File: src/rtl/redundancy_map.svh
// Operation
// - Slave role forces partner input priority to one
// - Slave role forces main phase build-out off; monitor build-out not forced
// - Slave role forces revertive switching on
// - Slave main loop always uses acquisition bandwidth
// - Master role forces nothing; software values apply
// - Role pin level readable, not writable
// - Locked, no build-out: equal-rate outputs aligned
// - Faster outputs falling-edge aligned to reference rate
// - Slower outputs aligned only at integer sub-multiples
// - Same alignment holds for auxiliary loop outputs
`ifndef REDUNDANCY_MAP_SVH
`define REDUNDANCY_MAP_SVH

`define REG_PRI_BASE 8'h00
`define REG_MAIN_CONTROL_THREE 8'h1c
`define REG_MAIN_CONTROL_TEN 8'h20
`define REG_PHASE_MONITOR_REG 8'h24
`define REG_ABW 8'h28
`define REG_LBW 8'h2c
`define REG_STATUS 8'h30
`define REG_RATIO_MAIN 8'h34
`define REG_RATIO_AUX 8'h38

`define PRI_WORDS 7
`define PARTNER_WORD 5
`define FORCED_PRIORITY 4'h1
`define N_OUT 4

`define MAIN_CONTROL_THREE_REVERTIVE_SWITCH_ENABLE_BIT 0
`define MAIN_CONTROL_THREE_ROLE_BIT 1
`define MAIN_CONTROL_TEN_PBO_BIT 0
`define PHASE_MONITOR_REG_PBO_BIT 0

`define PRI_RST 8'h00
`define MAIN_CONTROL_THREE_RST 1'b0
`define MAIN_CONTROL_TEN_RST 1'b1
`define PHASE_MONITOR_REG_RST 1'b1
`define ABW_RST 8'h10
`define LBW_RST 8'h04
`define RATIO_RST 32'h11111111

`endif

File: src/rtl/redundancy_pkg.sv
package redundancy_pkg;

   typedef enum logic [1:0] {ALIGN_EQUAL, ALIGN_FALLING, ALIGN_SUBMULT, ALIGN_NONE} align_class_e;

   typedef enum logic {BUS_IDLE, BUS_ANSWER} bus_state_e;

   // Output frequency is reference * mult / div
   typedef struct packed {
      logic [3:0] mult;
      logic [3:0] div;
   } ratio_s;

   typedef struct packed {
      logic [13:0][3:0] prio;
      logic buildout_en;
      logic monitor_buildout_en;
      logic revertive_en;
      logic [7:0] bandwidth;
   } loop_config_s;

   function automatic align_class_e classify(input ratio_s r);
      align_class_e c;
      c = ALIGN_NONE;
      if (r.mult != 4'h0 && r.div != 4'h0) begin
         if (r.mult == r.div) begin
            c = ALIGN_EQUAL;
         end else if (r.mult > r.div) begin
            c = ALIGN_FALLING;
         end else if ((r.div % r.mult) == 4'h0) begin
            c = ALIGN_SUBMULT;
         end
      end
      return c;
   endfunction

endpackage

File: src/rtl/role_sampler.sv
module role_sampler (
   input wire logic core_clk_in,
   input wire logic rst_in,
   input wire logic ce_in,
   input wire logic role_select_pin_in,
   output logic role_master_out
);
   import redundancy_pkg::*;

   logic role_reg;

   // Master until the first sample, so nothing is forced during reset
   always_ff @(posedge core_clk_in) begin
      if (rst_in) begin
         role_reg <= 1'b1;
      end else if (ce_in) begin
         role_reg <= role_select_pin_in;
      end
   end

   assign role_master_out = role_reg;

endmodule // role_sampler

File: src/rtl/align_qualifier.sv
`include "redundancy_map.svh"

module align_qualifier (
   input wire logic core_clk_in,
   input wire logic rst_in,
   input wire logic ce_in,
   input wire logic locked_in,
   input wire logic buildout_en_in,
   input wire logic [31:0] ratio_in,
   output redundancy_pkg::align_class_e [`N_OUT-1:0] class_out,
   output logic [`N_OUT-1:0] aligned_out
);
   import redundancy_pkg::*;

   align_class_e [`N_OUT-1:0] class_reg;
   logic [`N_OUT-1:0] aligned_reg;
   wire qualify = locked_in & ~buildout_en_in;

   genvar i;
   generate
      for (i = 0; i < `N_OUT; i++) begin : g_out
         wire align_class_e cls = classify(ratio_s'(ratio_in[8*i +: 8]));
         always_ff @(posedge core_clk_in) begin
            if (rst_in) begin
               class_reg[i] <= ALIGN_NONE;
               aligned_reg[i] <= 1'b0;
            end else if (ce_in) begin
               class_reg[i] <= cls;
               aligned_reg[i] <= qualify & (cls != ALIGN_NONE);
            end
         end
      end
   endgenerate

   assign class_out = class_reg;
   assign aligned_out = aligned_reg;

endmodule // align_qualifier

File: src/rtl/redundancy_control.sv
// Design decisions made here: the Avalon-MM interface to the registers and the register addresses.
`include "redundancy_map.svh"

module redundancy_control (
   input wire logic core_clk_in,
   input wire logic rst_in,
   input wire logic ce_in,
   input wire logic role_select_pin_in,
   input wire logic main_locked_in,
   input wire logic aux_locked_in,
   input wire logic [7:0] avs_address_in,
   input wire logic avs_read_in,
   input wire logic avs_write_in,
   input wire logic [31:0] avs_writedata_in,
   input wire logic [3:0] avs_byteenable_in,
   output logic [31:0] avs_readdata_out,
   output logic avs_waitrequest_out,
   output redundancy_pkg::loop_config_s main_config_out,
   output logic role_master_out,
   output redundancy_pkg::align_class_e [`N_OUT-1:0] main_class_out,
   output logic [`N_OUT-1:0] main_aligned_out,
   output redundancy_pkg::align_class_e [`N_OUT-1:0] aux_class_out,
   output logic [`N_OUT-1:0] aux_aligned_out
);
   import redundancy_pkg::*;

   function automatic logic hit(input logic [7:0] addr, input logic [7:0] target);
      return addr[7:2] == target[7:2];
   endfunction

   function automatic logic [31:0] merge(input logic [31:0] old_val, input logic [31:0] new_val,
                                         input logic [3:0] be);
      logic [31:0] m;
      m = old_val;
      for (int b = 0; b < 4; b++) begin
         if (be[b]) begin
            m[8*b +: 8] = new_val[8*b +: 8];
         end
      end
      return m;
   endfunction

   // Software-written registers
   logic [7:0] pri_reg [`PRI_WORDS];
   logic revertive_switch_enable_reg;
   logic pbo_reg;
   logic mon_pbo_reg;
   logic [7:0] abw_reg;
   logic [7:0] lbw_reg;
   logic [31:0] ratio_main_reg;
   logic [31:0] ratio_aux_reg;

   // Bus slave state
   bus_state_e state_reg;
   bus_state_e state_next;
   logic [31:0] rdata_reg;
   logic [31:0] rdata_next;

   // Effective configuration
   loop_config_s cfg_reg;
   loop_config_s cfg_next;

   wire logic role_master;
   wire logic request = avs_read_in | avs_write_in;
   wire logic answering = (state_reg == BUS_ANSWER) & ce_in;
   wire logic wr_fire = answering & avs_write_in;
   wire logic slave_role = ~role_master;

   wire logic [31:0] wmerged_lane0 = merge(32'h0, avs_writedata_in, avs_byteenable_in);
   wire logic [31:0] ratio_main_wr = merge(ratio_main_reg, avs_writedata_in, avs_byteenable_in);
   wire logic [31:0] ratio_aux_wr = merge(ratio_aux_reg, avs_writedata_in, avs_byteenable_in);
   wire logic lane0 = avs_byteenable_in[0];

   wire logic wr_main_control_three = wr_fire & lane0 & hit(avs_address_in, `REG_MAIN_CONTROL_THREE);
   wire logic wr_main_control_ten = wr_fire & lane0 & hit(avs_address_in, `REG_MAIN_CONTROL_TEN);
   wire logic wr_phase_monitor_reg = wr_fire & lane0 & hit(avs_address_in, `REG_PHASE_MONITOR_REG);
   wire logic wr_abw = wr_fire & lane0 & hit(avs_address_in, `REG_ABW);
   wire logic wr_lbw = wr_fire & lane0 & hit(avs_address_in, `REG_LBW);
   wire logic wr_rmain = wr_fire & hit(avs_address_in, `REG_RATIO_MAIN);
   wire logic wr_raux = wr_fire & hit(avs_address_in, `REG_RATIO_AUX);

   role_sampler u_role (
      .core_clk_in(core_clk_in),
      .rst_in(rst_in),
      .ce_in(ce_in),
      .role_select_pin_in(role_select_pin_in),
      .role_master_out(role_master)
   );

   // Request held until waitrequest is seen low; one answer cycle
   assign avs_waitrequest_out = request & ~answering;

   always_comb begin
      state_next = state_reg;
      case (state_reg)
         BUS_IDLE: begin
            if (request) begin
               state_next = BUS_ANSWER;
            end
         end
         BUS_ANSWER: begin
            state_next = BUS_IDLE;
         end
         default: begin
            state_next = BUS_IDLE;
         end
      endcase
   end

   always_ff @(posedge core_clk_in) begin
      if (rst_in) begin
         state_reg <= BUS_IDLE;
         rdata_reg <= 32'h0;
      end else if (ce_in) begin
         state_reg <= state_next;
         rdata_reg <= rdata_next;
      end
   end

   // Priority words
   genvar w;
   generate
      for (w = 0; w < `PRI_WORDS; w++) begin : g_pri
         wire logic wr_pri = wr_fire & lane0 & (avs_address_in[7:2] == 6'(w));
         always_ff @(posedge core_clk_in) begin
            if (rst_in) begin
               pri_reg[w] <= `PRI_RST;
            end else if (ce_in && wr_pri) begin
               pri_reg[w] <= wmerged_lane0[7:0];
            end
         end
      end
   endgenerate

   // Control registers; the role bit is not stored and ignores writes
   always_ff @(posedge core_clk_in) begin
      if (rst_in) begin
         revertive_switch_enable_reg <= `MAIN_CONTROL_THREE_RST;
         pbo_reg <= `MAIN_CONTROL_TEN_RST;
         mon_pbo_reg <= `PHASE_MONITOR_REG_RST;
         abw_reg <= `ABW_RST;
         lbw_reg <= `LBW_RST;
         ratio_main_reg <= `RATIO_RST;
         ratio_aux_reg <= `RATIO_RST;
      end else if (ce_in) begin
         if (wr_main_control_three) begin
            revertive_switch_enable_reg <= avs_writedata_in[`MAIN_CONTROL_THREE_REVERTIVE_SWITCH_ENABLE_BIT];
         end
         if (wr_main_control_ten) begin
            pbo_reg <= avs_writedata_in[`MAIN_CONTROL_TEN_PBO_BIT];
         end
         if (wr_phase_monitor_reg) begin
            mon_pbo_reg <= avs_writedata_in[`PHASE_MONITOR_REG_PBO_BIT];
         end
         if (wr_abw) begin
            abw_reg <= avs_writedata_in[7:0];
         end
         if (wr_lbw) begin
            lbw_reg <= avs_writedata_in[7:0];
         end
         if (wr_rmain) begin
            ratio_main_reg <= ratio_main_wr;
         end
         if (wr_raux) begin
            ratio_aux_reg <= ratio_aux_wr;
         end
      end
   end

   // Forced slave settings; the master takes software values unchanged
   always_comb begin
      cfg_next = '0;
      for (int k = 0; k < `PRI_WORDS; k++) begin
         cfg_next.prio[2*k] = pri_reg[k][3:0];
         cfg_next.prio[2*k+1] = pri_reg[k][7:4];
      end
      cfg_next.buildout_en = pbo_reg;
      cfg_next.monitor_buildout_en = mon_pbo_reg;
      cfg_next.revertive_en = revertive_switch_enable_reg;
      cfg_next.bandwidth = main_locked_in ? lbw_reg : abw_reg;
      if (slave_role) begin
         cfg_next.prio[2*`PARTNER_WORD] = `FORCED_PRIORITY;
         cfg_next.buildout_en = 1'b0;
         cfg_next.revertive_en = 1'b1;
         cfg_next.bandwidth = abw_reg;
      end
   end

   always_ff @(posedge core_clk_in) begin
      if (rst_in) begin
         cfg_reg <= '0;
      end else if (ce_in) begin
         cfg_reg <= cfg_next;
      end
   end

   assign main_config_out = cfg_reg;
   assign role_master_out = role_master;

   align_qualifier u_main_align (
      .core_clk_in(core_clk_in),
      .rst_in(rst_in),
      .ce_in(ce_in),
      .locked_in(main_locked_in),
      .buildout_en_in(cfg_reg.buildout_en),
      .ratio_in(ratio_main_reg),
      .class_out(main_class_out),
      .aligned_out(main_aligned_out)
   );

   // Auxiliary outputs follow the same alignment behaviour
   align_qualifier u_aux_align (
      .core_clk_in(core_clk_in),
      .rst_in(rst_in),
      .ce_in(ce_in),
      .locked_in(aux_locked_in),
      .buildout_en_in(cfg_reg.buildout_en),
      .ratio_in(ratio_aux_reg),
      .class_out(aux_class_out),
      .aligned_out(aux_aligned_out)
   );

   // Read mux; shows stored values, status shows effective values
   wire logic [5:0] ridx = avs_address_in[7:2];
   wire logic [31:0] status_word = {16'h0, aux_aligned_out, main_aligned_out,
                                    3'h0, aux_locked_in, main_locked_in,
                                    cfg_reg.revertive_en, cfg_reg.buildout_en, role_master};
   wire logic [31:0] main_control_three_word = {30'h0, role_master, revertive_switch_enable_reg};

   always_comb begin
      rdata_next = rdata_reg;
      if (state_reg == BUS_IDLE && avs_read_in) begin
         rdata_next = 32'h0;
         if (ridx < 6'(`PRI_WORDS)) begin
            rdata_next = {24'h0, pri_reg[ridx[2:0]]};
         end else if (hit(avs_address_in, `REG_MAIN_CONTROL_THREE)) begin
            rdata_next = main_control_three_word;
         end else if (hit(avs_address_in, `REG_MAIN_CONTROL_TEN)) begin
            rdata_next = {31'h0, pbo_reg};
         end else if (hit(avs_address_in, `REG_PHASE_MONITOR_REG)) begin
            rdata_next = {31'h0, mon_pbo_reg};
         end else if (hit(avs_address_in, `REG_ABW)) begin
            rdata_next = {24'h0, abw_reg};
         end else if (hit(avs_address_in, `REG_LBW)) begin
            rdata_next = {24'h0, lbw_reg};
         end else if (hit(avs_address_in, `REG_STATUS)) begin
            rdata_next = status_word;
         end else if (hit(avs_address_in, `REG_RATIO_MAIN)) begin
            rdata_next = ratio_main_reg;
         end else if (hit(avs_address_in, `REG_RATIO_AUX)) begin
            rdata_next = ratio_aux_reg;
         end
      end
   end

   assign avs_readdata_out = rdata_reg;

endmodule // redundancy_control

File: config.mk
export PLATFORM = sky130hd
export DESIGN_NAME = redundancy_control
export DESIGN_NICKNAME = d
export VERILOG_FILES = /design/src/rtl/redundancy_pkg.sv /design/src/rtl/role_sampler.sv /design/src/rtl/align_qualifier.sv /design/src/rtl/redundancy_control.sv
export VERILOG_INCLUDE_DIRS = /design/src /design/src/rtl
export SDC_FILE = /design/constraint.sdc
export NUM_CORES = 1
export LEC_CHECK = 0
export ABC_AREA = 1
export BUFFER_PORTS_ARGS = -buffer_cell sky130_fd_sc_hd__buf_2
export CAP_MARGIN = 25
export CORE_MARGIN = 2
export CORE_UTILIZATION = 37
export DETAILED_ROUTE_END_ITERATION = 10
export SYNTH_ARGS = -nofsm -noshare
export SYNTH_HDL_FRONTEND = slang
export SYNTH_SLANG_ARGS = --single-unit
File: constraint.sdc
create_clock -name core_clk_in -period 7.5 [get_ports core_clk_in]
set_clock_uncertainty 0.1 [all_clocks]
set_input_delay 1.5 -clock core_clk_in [delete_from_list [all_inputs] [get_ports core_clk_in]]
set_output_delay 1.5 -clock core_clk_in [all_outputs]
set_load 0.005 [all_outputs]
==> results.sh, run 1 <==
export IMPL_synth_top_family_by_area="simple AND/OR/NAND/NOR gates"
export IMPL_r2r_end="u_aux_align.aligned_out[1]"
export IMPL_reg2reg_depth=31
export IMPL_synth_simple_gate_area_frac=0.244
export IMPL_largest_register_ffs=67
export IMPL_internal_power_uw=2380
export IMPL_critPathRequiredTime_ns=7.89
export IMPL_initial_core_util=0.373
export IMPL_final_common_cell="nand2_1"
export IMPL_reg2reg_from="ratio_aux_reg[12]"
export IMPL_tns_ns=0
export IMPL_clkPwrFrac=0.446
export IMPL_core_area_um2=41800
export IMPL_p_sw_uw=819
export IMPL_grt_use_total=0.217
export IMPL_grt_max_degree=75
export IMPL_nets=2429
export IMPL_grt_pass1_wl_um=75600
export IMPL_syn_to_final_growth_pct=14.4
export IMPL_powerDensity_nw_per_um2=179
export IMPL_clock_path_buffers=3
export IMPL_die_width_um=209
export IMPL_crit_path_max_incr_delay_ns=0.43
export IMPL_rsz0062_at_grt="false"
export IMPL_wire_per_inst_um=17.2
export IMPL_cp_arrival_ns=4.96
export IMPL_ant_nets=0
export IMPL_layout_common_cells="nand2_1, inv_1, dfxtp_1, nor2_1, a21oi_1"
export IMPL_path_max_fanout=6
export IMPL_async_flop_share=0
export IMPL_fp_dieH_um=209
export IMPL_synth_compound_area_frac=0.167
export IMPL_drtIter0Drc=1162
export IMPL_worst_path_max_delay_cell="dfxtp_1"
export IMPL_cp_common_cell="nand2_1"
export IMPL_vias=14635
export IMPL_min_path_type="reg2reg"
export IMPL_ios=177
export IMPL_synth_edf_count=56
export IMPL_share_seq_of_total_power=0.477
export IMPL_crit_end="u_aux_align.aligned_out[1]"
export IMPL_synthCells=2103
export IMPL_drv_cap=0
export IMPL_clkSinkCount=264
export IMPL_slew_violations=0
export IMPL_end_kind="register"
export IMPL_path_delay_family="simple AND/OR/NAND/NOR gates"
export IMPL_irDropWorstVdd_mv=0.186
export IMPL_finalSetupViolations=0
export IMPL_drive_gt1_frac=0.130
export IMPL_cp_depth=31
export IMPL_design_area_um2=17800
export IMPL_status="finished clean"
export IMPL_multi_input_area_um2=8310
export IMPL_slew_headroom=0.258
export IMPL_ys_flop_type="dfxtp_1"
export IMPL_wl_um=48400
export IMPL_avgSynthCellArea_um2=7.40
export IMPL_dieArea_um2=43700
export IMPL_insertion_delay_ns=0.57
export IMPL_crit_buf_inv=5
export IMPL_vias_per_cell=5.21
export IMPL_crit_start="ratio_aux_reg[12]"
export IMPL_synthAdderAreaFrac=0.108
export IMPL_switching_share=0.256
export IMPL_place_detailed_hpwl_um=36500
export IMPL_cts_made_buffers=30
export IMPL_power_leakage_uw=0.00864
export IMPL_path_class="reg2reg"
export IMPL_utilization=0.426
export IMPL_drtPass1Iterations=5
export IMPL_muxShareOfSynthArea=0
export IMPL_cts_setup_buffers=0
export IMPL_r2r_setup_slack_ns=2.93
export IMPL_fmax_mhz=219
export IMPL_tritoncts="yes"
export IMPL_post_route_period_util=0.609
export IMPL_gp_congestion=0.904
export IMPL_antenna_found_initial=0
export IMPL_grt_pass1_vias=14006
export IMPL_gr_total_overflow=0
export IMPL_synth_seq_area_share=0.376
export IMPL_hold_buffers=0
export IMPL_worst_slew_pin_slew_ns=1.10
export IMPL_cts_root_buffer="clkbuf_16"
export IMPL_clkSlewWorstSetupHoldPaths_ns=0.06
export IMPL_fin_crit_ns=4.57
export IMPL_synth_xor_area_share=0.0135
export IMPL_yosysWarnings=0
export IMPL_cp_start_kind="register"
export IMPL_synth_cell_types=51
export IMPL_synth_seq_cells=264
export IMPL_cts_resized=0
export IMPL_drc=0
export IMPL_io_buffers=174
export IMPL_place_area_um2=16800
export IMPL_synth_area_um2=15600
export IMPL_htreeDepth=1
export IMPL_regArea_um2=5850
export IMPL_fill_cells=4238
export IMPL_hold_viol_final=0
export IMPL_rows=75
export IMPL_combPwrFrac=0.077
export IMPL_synth_nets=2285
[cells by family after synthesis]
kind of cell / after synthesis
flops: 264
buf+inv: 346
simple gates: 870
xor+xnor: 24
fa+ha+maj: 130
compound gates: 469
[routing by layer]
| layer | up-vias | GRT usage | wire length (um) |
|---|---|---|---|
| met5 | - | 0 | 0 |
| met4 | 0 | 0.0507 | 1110 |
| met3 | 70 | 0.0266 | 3120 |
| met2 | 490 | 0.387 | 23200 |
| met1 | 6776 | 0.278 | 20900 |
| li1 | 7299 | - | - |
[layout make-up]
cell class,instances,share of cell area
repair buffers,189,0.0568
diodes,1,0.000141
flip-flops and latches,264,0.328
inverters,269,0.0572
well taps,539,0.0379
multi-input cells,1493,0.467
clock inverters,16,0.00773
clock buffers,40,0.0455
[cell usage after synthesis, drive strengths merged (9+ instances only)]
master	count	area share
o22ai	30	0.012
nand3	123	0.043
ha	122	0.098
o21ai	181	0.058
nor3	9	0.0029
a31oi	12	0.0048
buf	32	0.014
nor2	230	0.066
inv	269	0.065
a21oi	183	0.059
a221oi	10	0.0056
nand2	469	0.11
edfxtp	56	0.11
o211ai	18	0.0087
xnor2	12	0.0068
xor2	12	0.0068
dfxtp	208	0.27
nand4	24	0.010
clkbuf	45	0.011
[worst min path at each step]
stage               cells after the start  slack, ns                   endpoint                      start
finish                                  2       0.36   u_aux_align.class_out[1]   u_aux_align.class_out[1]
global placement                        2       0.35  u_main_align.class_out[2]  u_main_align.class_out[2]
global route                            2       0.38   u_aux_align.class_out[1]   u_aux_align.class_out[1]
detailed placement                      2       0.35   u_aux_align.class_out[1]   u_aux_align.class_out[1]
CTS                                     2       0.37   u_aux_align.class_out[1]   u_aux_align.class_out[1]
floorplan                               2       0.34                 lbw_reg[6]                 lbw_reg[6]
[worst reg2reg max path, delay by kind of cell, from the launching register on]
family | cells | cell delay (ns)
and+or+nand+nor | 18 | 1.60
adders and majority gates | 4 | 1.27
AOI/OAI and AO/OA | 4 | 0.67
buffers and inverters | 5 | 0.44
DFF | 1 | 0.43
[power by group through the flow]
stage               Sequential (uW)  Combinational, uW  Clock [uW]
floorplan                      1550                130           0
global placement               1560                238           0
global route                   1530                268        1510
detailed placement             1560                244           0
CTS                            1520                245        1450
finish                         1520                245        1420
[metrics by stage]
step           power, uW  hold slack (ns)  worst slack, ns  cells
2_1_floorplan       1680            0.339             3.64   2103
3_3_place_gp        1790            0.348             2.87   2746
3_5_place_dp        1800            0.350             2.86   2751
4_1_cts             3220            0.366             2.94   2807
5_1_grt             3310            0.383             2.47   2810
6_report            3190            0.360             2.93   2811
Power figures use the tool's default switching activity.
==> inputs of run 2 (changes only) <==
--- a/config.mk
+++ b/config.mk
@@ -6,7 +6,7 @@
 export SDC_FILE = /design/constraint.sdc
 export NUM_CORES = 1
 export LEC_CHECK = 0
-export ABC_AREA = 1
+export ABC_AREA = 0
 export BUFFER_PORTS_ARGS = -buffer_cell sky130_fd_sc_hd__buf_2
 export CAP_MARGIN = 25
 export CORE_MARGIN = 2
==> constraint.sdc (replaced) <==
create_clock -name core_clk_in -period 4.61 [get_ports core_clk_in]
set_clock_uncertainty 0.1 [all_clocks]
set_input_delay 0.922 -clock core_clk_in [delete_from_list [all_inputs] [get_ports core_clk_in]]
set_output_delay 0.922 -clock core_clk_in [all_outputs]
set_load 0.005 [all_outputs]
==> run 2 against run 1 <==
Flip-flop and latch count did not move; the flow now finishes with violations (negative setup slack); critical path depth shrank 11; sequential share of layout area down 2.7 points; worst hold slack gained 0.0023 ns; critical endpoint is now u_main_align.class_out[0]; largest power group is now clock; highest routed layer is now met5.
==> results.sh, run 2 <==
export IMPL_status="complete, but fails checks"
export IMPL_violations="negative setup slack"
export IMPL_use_met2=0.361
export IMPL_synth_area_um2=15300
export IMPL_fp_dieH_um=207
export IMPL_drtPass1Iterations=5
export IMPL_globalRouteMet1Util=0.294
export IMPL_ios=177
export IMPL_antenna_found_initial=3
export IMPL_worst_slew_pin_slew_ns=1.04
export IMPL_synth_nets=1906
export IMPL_largest_register_ffs=67
export IMPL_path_cells="inv_2 -> ha_4 -> or4b_4 -> a22oi_2 -> ha_1 -> o21a_1 -> o211ai_1 -> mux2_4 -> ha_4 -> nor2_2 -> a211oi_2 -> buf_4 -> a21oi_2 -> ha_1 -> a21bo_2 -> a21o_1 -> a21o_1 -> or4_1 -> nor3_2 -> o31ai_1"
export IMPL_drtIter0Drc=977
export IMPL_synth_seq_area_share=0.382
export IMPL_fill_cells=3924
export IMPL_grt_use_total=0.222
export IMPL_cts_made_buffers=30
export IMPL_fmax_mhz=212
export IMPL_dieArea_um2=43000
export IMPL_worst_path_max_delay_cell="or4_1"
export IMPL_synth_top_cells_by_count="nor2_1, dfxtp_1, nand2_1"
export IMPL_avgSynthCellArea_um2=8.87
export IMPL_cp_arrival_ns=5.11
export IMPL_gr_total_overflow=0
export IMPL_vias_per_cell=5.51
export IMPL_nets=2183
export IMPL_power_leakage_uw=0.00801
export IMPL_synthCells=1724
export IMPL_drv_cap=0
export IMPL_place_detailed_hpwl_um=36300
export IMPL_critPathRequiredTime_ns=5.00
export IMPL_cp_start_kind="register"
export IMPL_synth_seq_cells=264
export IMPL_powerDensity_nw_per_um2=277
export IMPL_vias=14104
export IMPL_layout_common_cells="nor2_1, dfxtp_1, buf_2, nand2_1, buf_4"
export IMPL_slew_headroom=0.308
export IMPL_wl_um=49600
export IMPL_ys_flop_type="dfxtp_1"
export IMPL_post_route_period_util=1.02
export IMPL_rows=74
export IMPL_hold_buffers=0
export IMPL_yosysTopAreaCellShare=0.272
export IMPL_grt_pass1_vias=13777
export IMPL_tns_ns=-0.219
export IMPL_ys_top_cells_by_area="dfxtp_1, edfxtp_1, ha_1"
export IMPL_path_max_fanout=2
export IMPL_yosysWarnings=0
export IMPL_drc=0
export IMPL_multi_input_area_um2=9510
export IMPL_gp_congestion=0.920
export IMPL_path_class="reg2reg"
export IMPL_final_common_cell="nor2_1"
export IMPL_irDropWorstVdd_mv=0.268
export IMPL_slew_violations=0
export IMPL_hold_viol_final=0
export IMPL_synth_most_common_cell="nor2_1"
export IMPL_wire_per_inst_um=19.4
export IMPL_die_width_um=207
export IMPL_finalSetupViolations=2
export IMPL_fin_crit_ns=4.72
export IMPL_dpl_worst_slack_ns=-0.276
export IMPL_async_flop_share=0
export IMPL_synth_edf_count=56
export IMPL_min_path_type="reg2reg"
export IMPL_initial_core_util=0.375
export IMPL_drive_gt1_frac=0.258
export IMPL_tritoncts="yes"
export IMPL_grt_max_degree=80
export IMPL_regArea_um2=5860
export IMPL_synth_cell_types=81
export IMPL_use_met3=0.0428
export IMPL_core_area_um2=40800
export IMPL_synth_largest_area_cell="dfxtp_1"
export IMPL_rsz0062_at_grt="true"
export IMPL_grt_pass1_wl_um=76700
export IMPL_crit_path_max_incr_delay_ns=0.48
export IMPL_ant_nets=0
export IMPL_clkSinkCount=264
export IMPL_timing_final_ws_setup_ns=-0.112
export IMPL_insertion_delay_ns=0.60
export IMPL_utilization=0.476
export IMPL_io_buffers=174
export IMPL_htreeDepth=1
export IMPL_syn_to_final_growth_pct=27.0
export IMPL_busiest_layer="met2"
export IMPL_end_kind="register"
export IMPL_clock_path_buffers=3
export IMPL_clkSlewWorstSetupHoldPaths_ns=0.06
export IMPL_cts_root_buffer="clkbuf_16"
-- run 2: stage by stage --
| stage | cell area [um2] | cells | power (uW) | hold slack (ns) |
|---|---|---|---|---|
| 2_1_floorplan | 15400 | 1724 | 2710 | 0.354 |
| 3_3_place_gp | 17500 | 2470 | 2900 | 0.352 |
| 3_5_place_dp | 17500 | 2470 | 2900 | 0.354 |
| 4_1_cts | 18800 | 2534 | 5420 | 0.367 |
| 5_1_grt | 19400 | 2557 | 5540 | 0.397 |
| 6_report | 19400 | 2559 | 5380 | 0.363 |
-- run 2: logic make-up (layout without fill, tap and decap cells) --
family | after synthesis | in the layout | share of synthesized area
AOI/OAI and AO/OA | 404 | 404 | 0.179
xor gates and xnor gates | 19 | 19 | 0.0109
adders and majority gates | 130 | 130 | 0.110
buffers and inverters | 168 | 469 | 0.0425
DFF | 264 | 264 | 0.382
muxes | 119 | 119 | 0.0876
other | 0 | 2 | 0
and+or+nand+nor | 620 | 620 | 0.188
-- run 2: cell type report --
type | instances | share of cell area
well taps | 532 | 0.0343
repair buffers | 318 | 0.102
clock inverters | 21 | 0.0130
inverters | 95 | 0.0185
flip-flops and latches | 264 | 0.302
diodes | 2 | 0.000258
multi-input cells | 1292 | 0.490
clock buffers | 35 | 0.0406
-- run 2: where the power goes --
group	internal [uW]	switching, uW
registers	2420	46.2
logic	144	250
clock network	1470	1060
total	4030	1350
-- run 2: path summary, 6_finish.rpt --
path	startpoint	end	slack, ns	depth (start not counted)
setup / recovery	ratio_main_reg[4]	u_main_align.class_out[0]	-0.11	20
hold / removal	u_main_align.class_out[1]	u_main_align.class_out[1]	0.36	1
setup reg to reg	ratio_main_reg[4]	u_main_align.class_out[0]	-0.11	20
hold reg to reg	u_main_align.class_out[1]	u_main_align.class_out[1]	0.36	1
-- run 2: critical path: cells and delay by family, from the launching register on --
kind            cells  cell delay, ns
compound gates      9            1.47
simple gates        4            1.16
fa+ha+maj           4            0.95
mux                 1            0.36
flops               1            0.33
buf+inv             2            0.24
-- run 2: repair_timing --
action,4_1_cts,5_1_grt
gates resized for setup,44,91
gates cloned,0,0
setup endpoints to repair,13,16
pin swaps,28,71
setup buffers,8,23
-- run 2: layer usage --
metal  up-vias  wire [um]
met2       462      22700
met4         2       1720
met1      6763      21400
met3        93       3700
li1       6784          -
met5         -         13
==> inputs of run 3 (changes only) <==
==> constraint.sdc (replaced) <==
create_clock -name core_clk_in -period 5.7 [get_ports core_clk_in]
set_clock_uncertainty 0.1 [all_clocks]
set_input_delay 1.14 -clock core_clk_in [delete_from_list [all_inputs] [get_ports core_clk_in]]
set_output_delay 1.14 -clock core_clk_in [all_outputs]
set_load 0.005 [all_outputs]
==> run 3 against run 2 <==
The run now ends clean; cell count decreased by 4.8%; combinational power shrank 21%; power fell by 19%; via count decreased by 4.3%; largest cell class unchanged.
==> results.sh, run 3 (synthesis gave the netlist of run 2 again) <==
export IMPL_internal_power_uw=3290
export IMPL_place_area_um2=16700
export IMPL_wl_um=47600
export IMPL_drc=0
export IMPL_drv_cap=0
export IMPL_fp_dieH_um=207
export IMPL_ios=177
export IMPL_clkSinkCount=264
export IMPL_rows=74
export IMPL_cp_arrival_ns=5.76
export IMPL_power_uw=4380
export IMPL_worstHoldStart="u_main_align.class_out[3]"
export IMPL_post_route_period_util=0.933
export IMPL_path_class="reg2reg"
export IMPL_r2r_setup_slack_ns=0.38
export IMPL_rsz0062_at_grt="false"
export IMPL_ant_nets=0
export IMPL_path_cells="inv_2 -> ha_1 -> or4b_1 -> a22oi_1 -> ha_1 -> o21a_1 -> o211ai_1 -> mux2_2 -> inv_1 -> ha_1 -> o21ai_0 -> a211oi_2 -> buf_4 -> a21oi_1 -> ha_1 -> a21bo_2 -> a21o_1 -> a21o_1 -> or4_1 -> nor3_1 -> o41a_1"
export IMPL_gr_total_overflow=0
export IMPL_slew_headroom=0.350
export IMPL_grt_use_total=0.215
export IMPL_whs_path_depth=1
export IMPL_fin_crit_ns=5.32
export IMPL_dieArea_um2=43000
export IMPL_hold_viol_final=0
export IMPL_grt_max_degree=87
export IMPL_vias_per_cell=5.54
export IMPL_final_common_cell="nor2_1"
export IMPL_critPathRequiredTime_ns=6.14
export IMPL_status="finished clean"
export IMPL_clkSlewWorstSetupHoldPaths_ns=0.06
export IMPL_drtPass1Iterations=5
export IMPL_finalSetupViolations=0
export IMPL_initial_core_util=0.375
export IMPL_clkPwrFrac=0.475
export IMPL_vias=13497
export IMPL_grt_pass1_wl_um=74100
export IMPL_crit_path_max_incr_delay_ns=0.46
export IMPL_cp_start_kind="register"
export IMPL_reg2reg_depth=21
export IMPL_io_buffers=174
export IMPL_irDropWorstVdd_mv=0.217
export IMPL_insertion_delay_ns=0.59
export IMPL_die_width_um=207
export IMPL_antenna_found_initial=3
export IMPL_path_max_fanout=7
export IMPL_layout_common_cells="nor2_1, dfxtp_1, buf_2, nand2_1, ha_1"
export IMPL_r2r_end="u_main_align.aligned_out[0]"
export IMPL_wire_per_inst_um=19.5
export IMPL_hold_buffers=0
export IMPL_crit_end="u_main_align.aligned_out[0]"
export IMPL_core_area_um2=40800
export IMPL_cts_made_buffers=30
export IMPL_min_path_type="reg2reg"
export IMPL_tns_ns=0
export IMPL_powerDensity_nw_per_um2=246
export IMPL_combPwrFrac=0.071
export IMPL_slew_violations=0
export IMPL_reg2reg_from="ratio_main_reg[4]"
export IMPL_worst_path_max_delay_cell="or4_1"
export IMPL_switching_share=0.251
export IMPL_drtIter0Drc=1039
export IMPL_nets=2061
export IMPL_whs_ns=0.367
export IMPL_tritoncts="yes"
export IMPL_syn_to_final_growth_pct=16.4
export IMPL_p_sw_uw=1100
export IMPL_place_detailed_hpwl_um=35300
export IMPL_largest_register_ffs=67
export IMPL_worst_slew_pin_slew_ns=0.974
export IMPL_share_seq_of_total_power=0.454
export IMPL_htreeDepth=1
export IMPL_gp_congestion=0.893
export IMPL_power_leakage_uw=0.00724
export IMPL_fill_cells=4046
export IMPL_end_kind="register"
export IMPL_crit_start="ratio_main_reg[4]"
export IMPL_cp_common_cell="ha_1"
export IMPL_cts_root_buffer="clkbuf_16"
export IMPL_grt_pass1_vias=12999
export IMPL_fmax_mhz=188
export IMPL_drive_gt1_frac=0.159
export IMPL_design_area_um2=17800
export IMPL_clock_path_buffers=3
-- run 3: cell count changes in the layout (fill, tap and decap cells not counted), sizes merged --
| cell | previous run | this run |
|---|---|---|
| clkbuf | 35 | 32 |
| clkinvlp | 0 | 2 |
| buf | 318 | 196 |
| inv | 97 | 96 |
| bufinv | 4 | 5 |
| clkinv | 15 | 16 |
-- run 3: how the worst min path moves through the flow --
stage | to
detailed placement | u_main_align.class_out[1]
CTS | main_config_out[53]
global route | u_aux_align.class_out[1]
floorplan | main_config_out[8]
finish | u_main_align.class_out[3]
global placement | u_aux_align.class_out[1]
-- run 3: layout make-up --
cell class                 instances  area [um2]  area share
antenna                            2        5.00    0.000281
clock buffer                      32         768      0.0432
clock inverter                    24         299      0.0168
inverter                          95         357      0.0200
multi-input combinational       1292        8820       0.495
sequential                       264        5850       0.328
tap                              532         666      0.0374
timing repair buffer             196        1040      0.0587
-- run 3: routing by layer --
layer / GRT usage / vias up / part of all wire
met4: 0.0633 / 0 / 0.027
li1: - / 6535 / -
met2: 0.354 / 409 / 0.46
met1: 0.288 / 6487 / 0.44
met3: 0.0371 / 66 / 0.068
met5: 0 / - / 0
-- run 3: critical path: cells and delay by family, from the launching register on --
family / cells / cell delay [ns]
adders and majority gates: 4 / 1.00
and+or+nand+nor: 3 / 1.17
AOI/OAI and AO/OA: 10 / 1.87
buffers and inverters: 3 / 0.37
DFF: 1 / 0.35
muxes: 1 / 0.40
-- run 3: power by group through the flow --
stage          Combinational, uW  Clock, uW  Sequential (uW)
2_1_floorplan                169          0             2020
3_3_place_gp                 311          0             2030
3_5_place_dp                 313          0             2030
4_1_cts                      314       2120             1990
5_1_grt                      339       2200             2000
6_report                     313       2080             1990
-- run 3: stage by stage --
step           setup slack [ns]  utilization  std cells
2_1_floorplan             0.755            -       1724
3_3_place_gp              0.344        0.409       2377
3_5_place_dp              0.176        0.409       2377
4_1_cts                  0.0966        0.435       2433
5_1_grt                  0.0327        0.436       2435
6_report                  0.380        0.436       2437
-- run 3: what timing repair did --
| item | in CTS | in global routing |
|---|---|---|
| setup buffers | 0 | 1 |
| endpoints found under the setup margin | 0 | 4 |
| resized for setup | 0 | 3 |
| endpoints found under the hold margin | 0 | 0 |
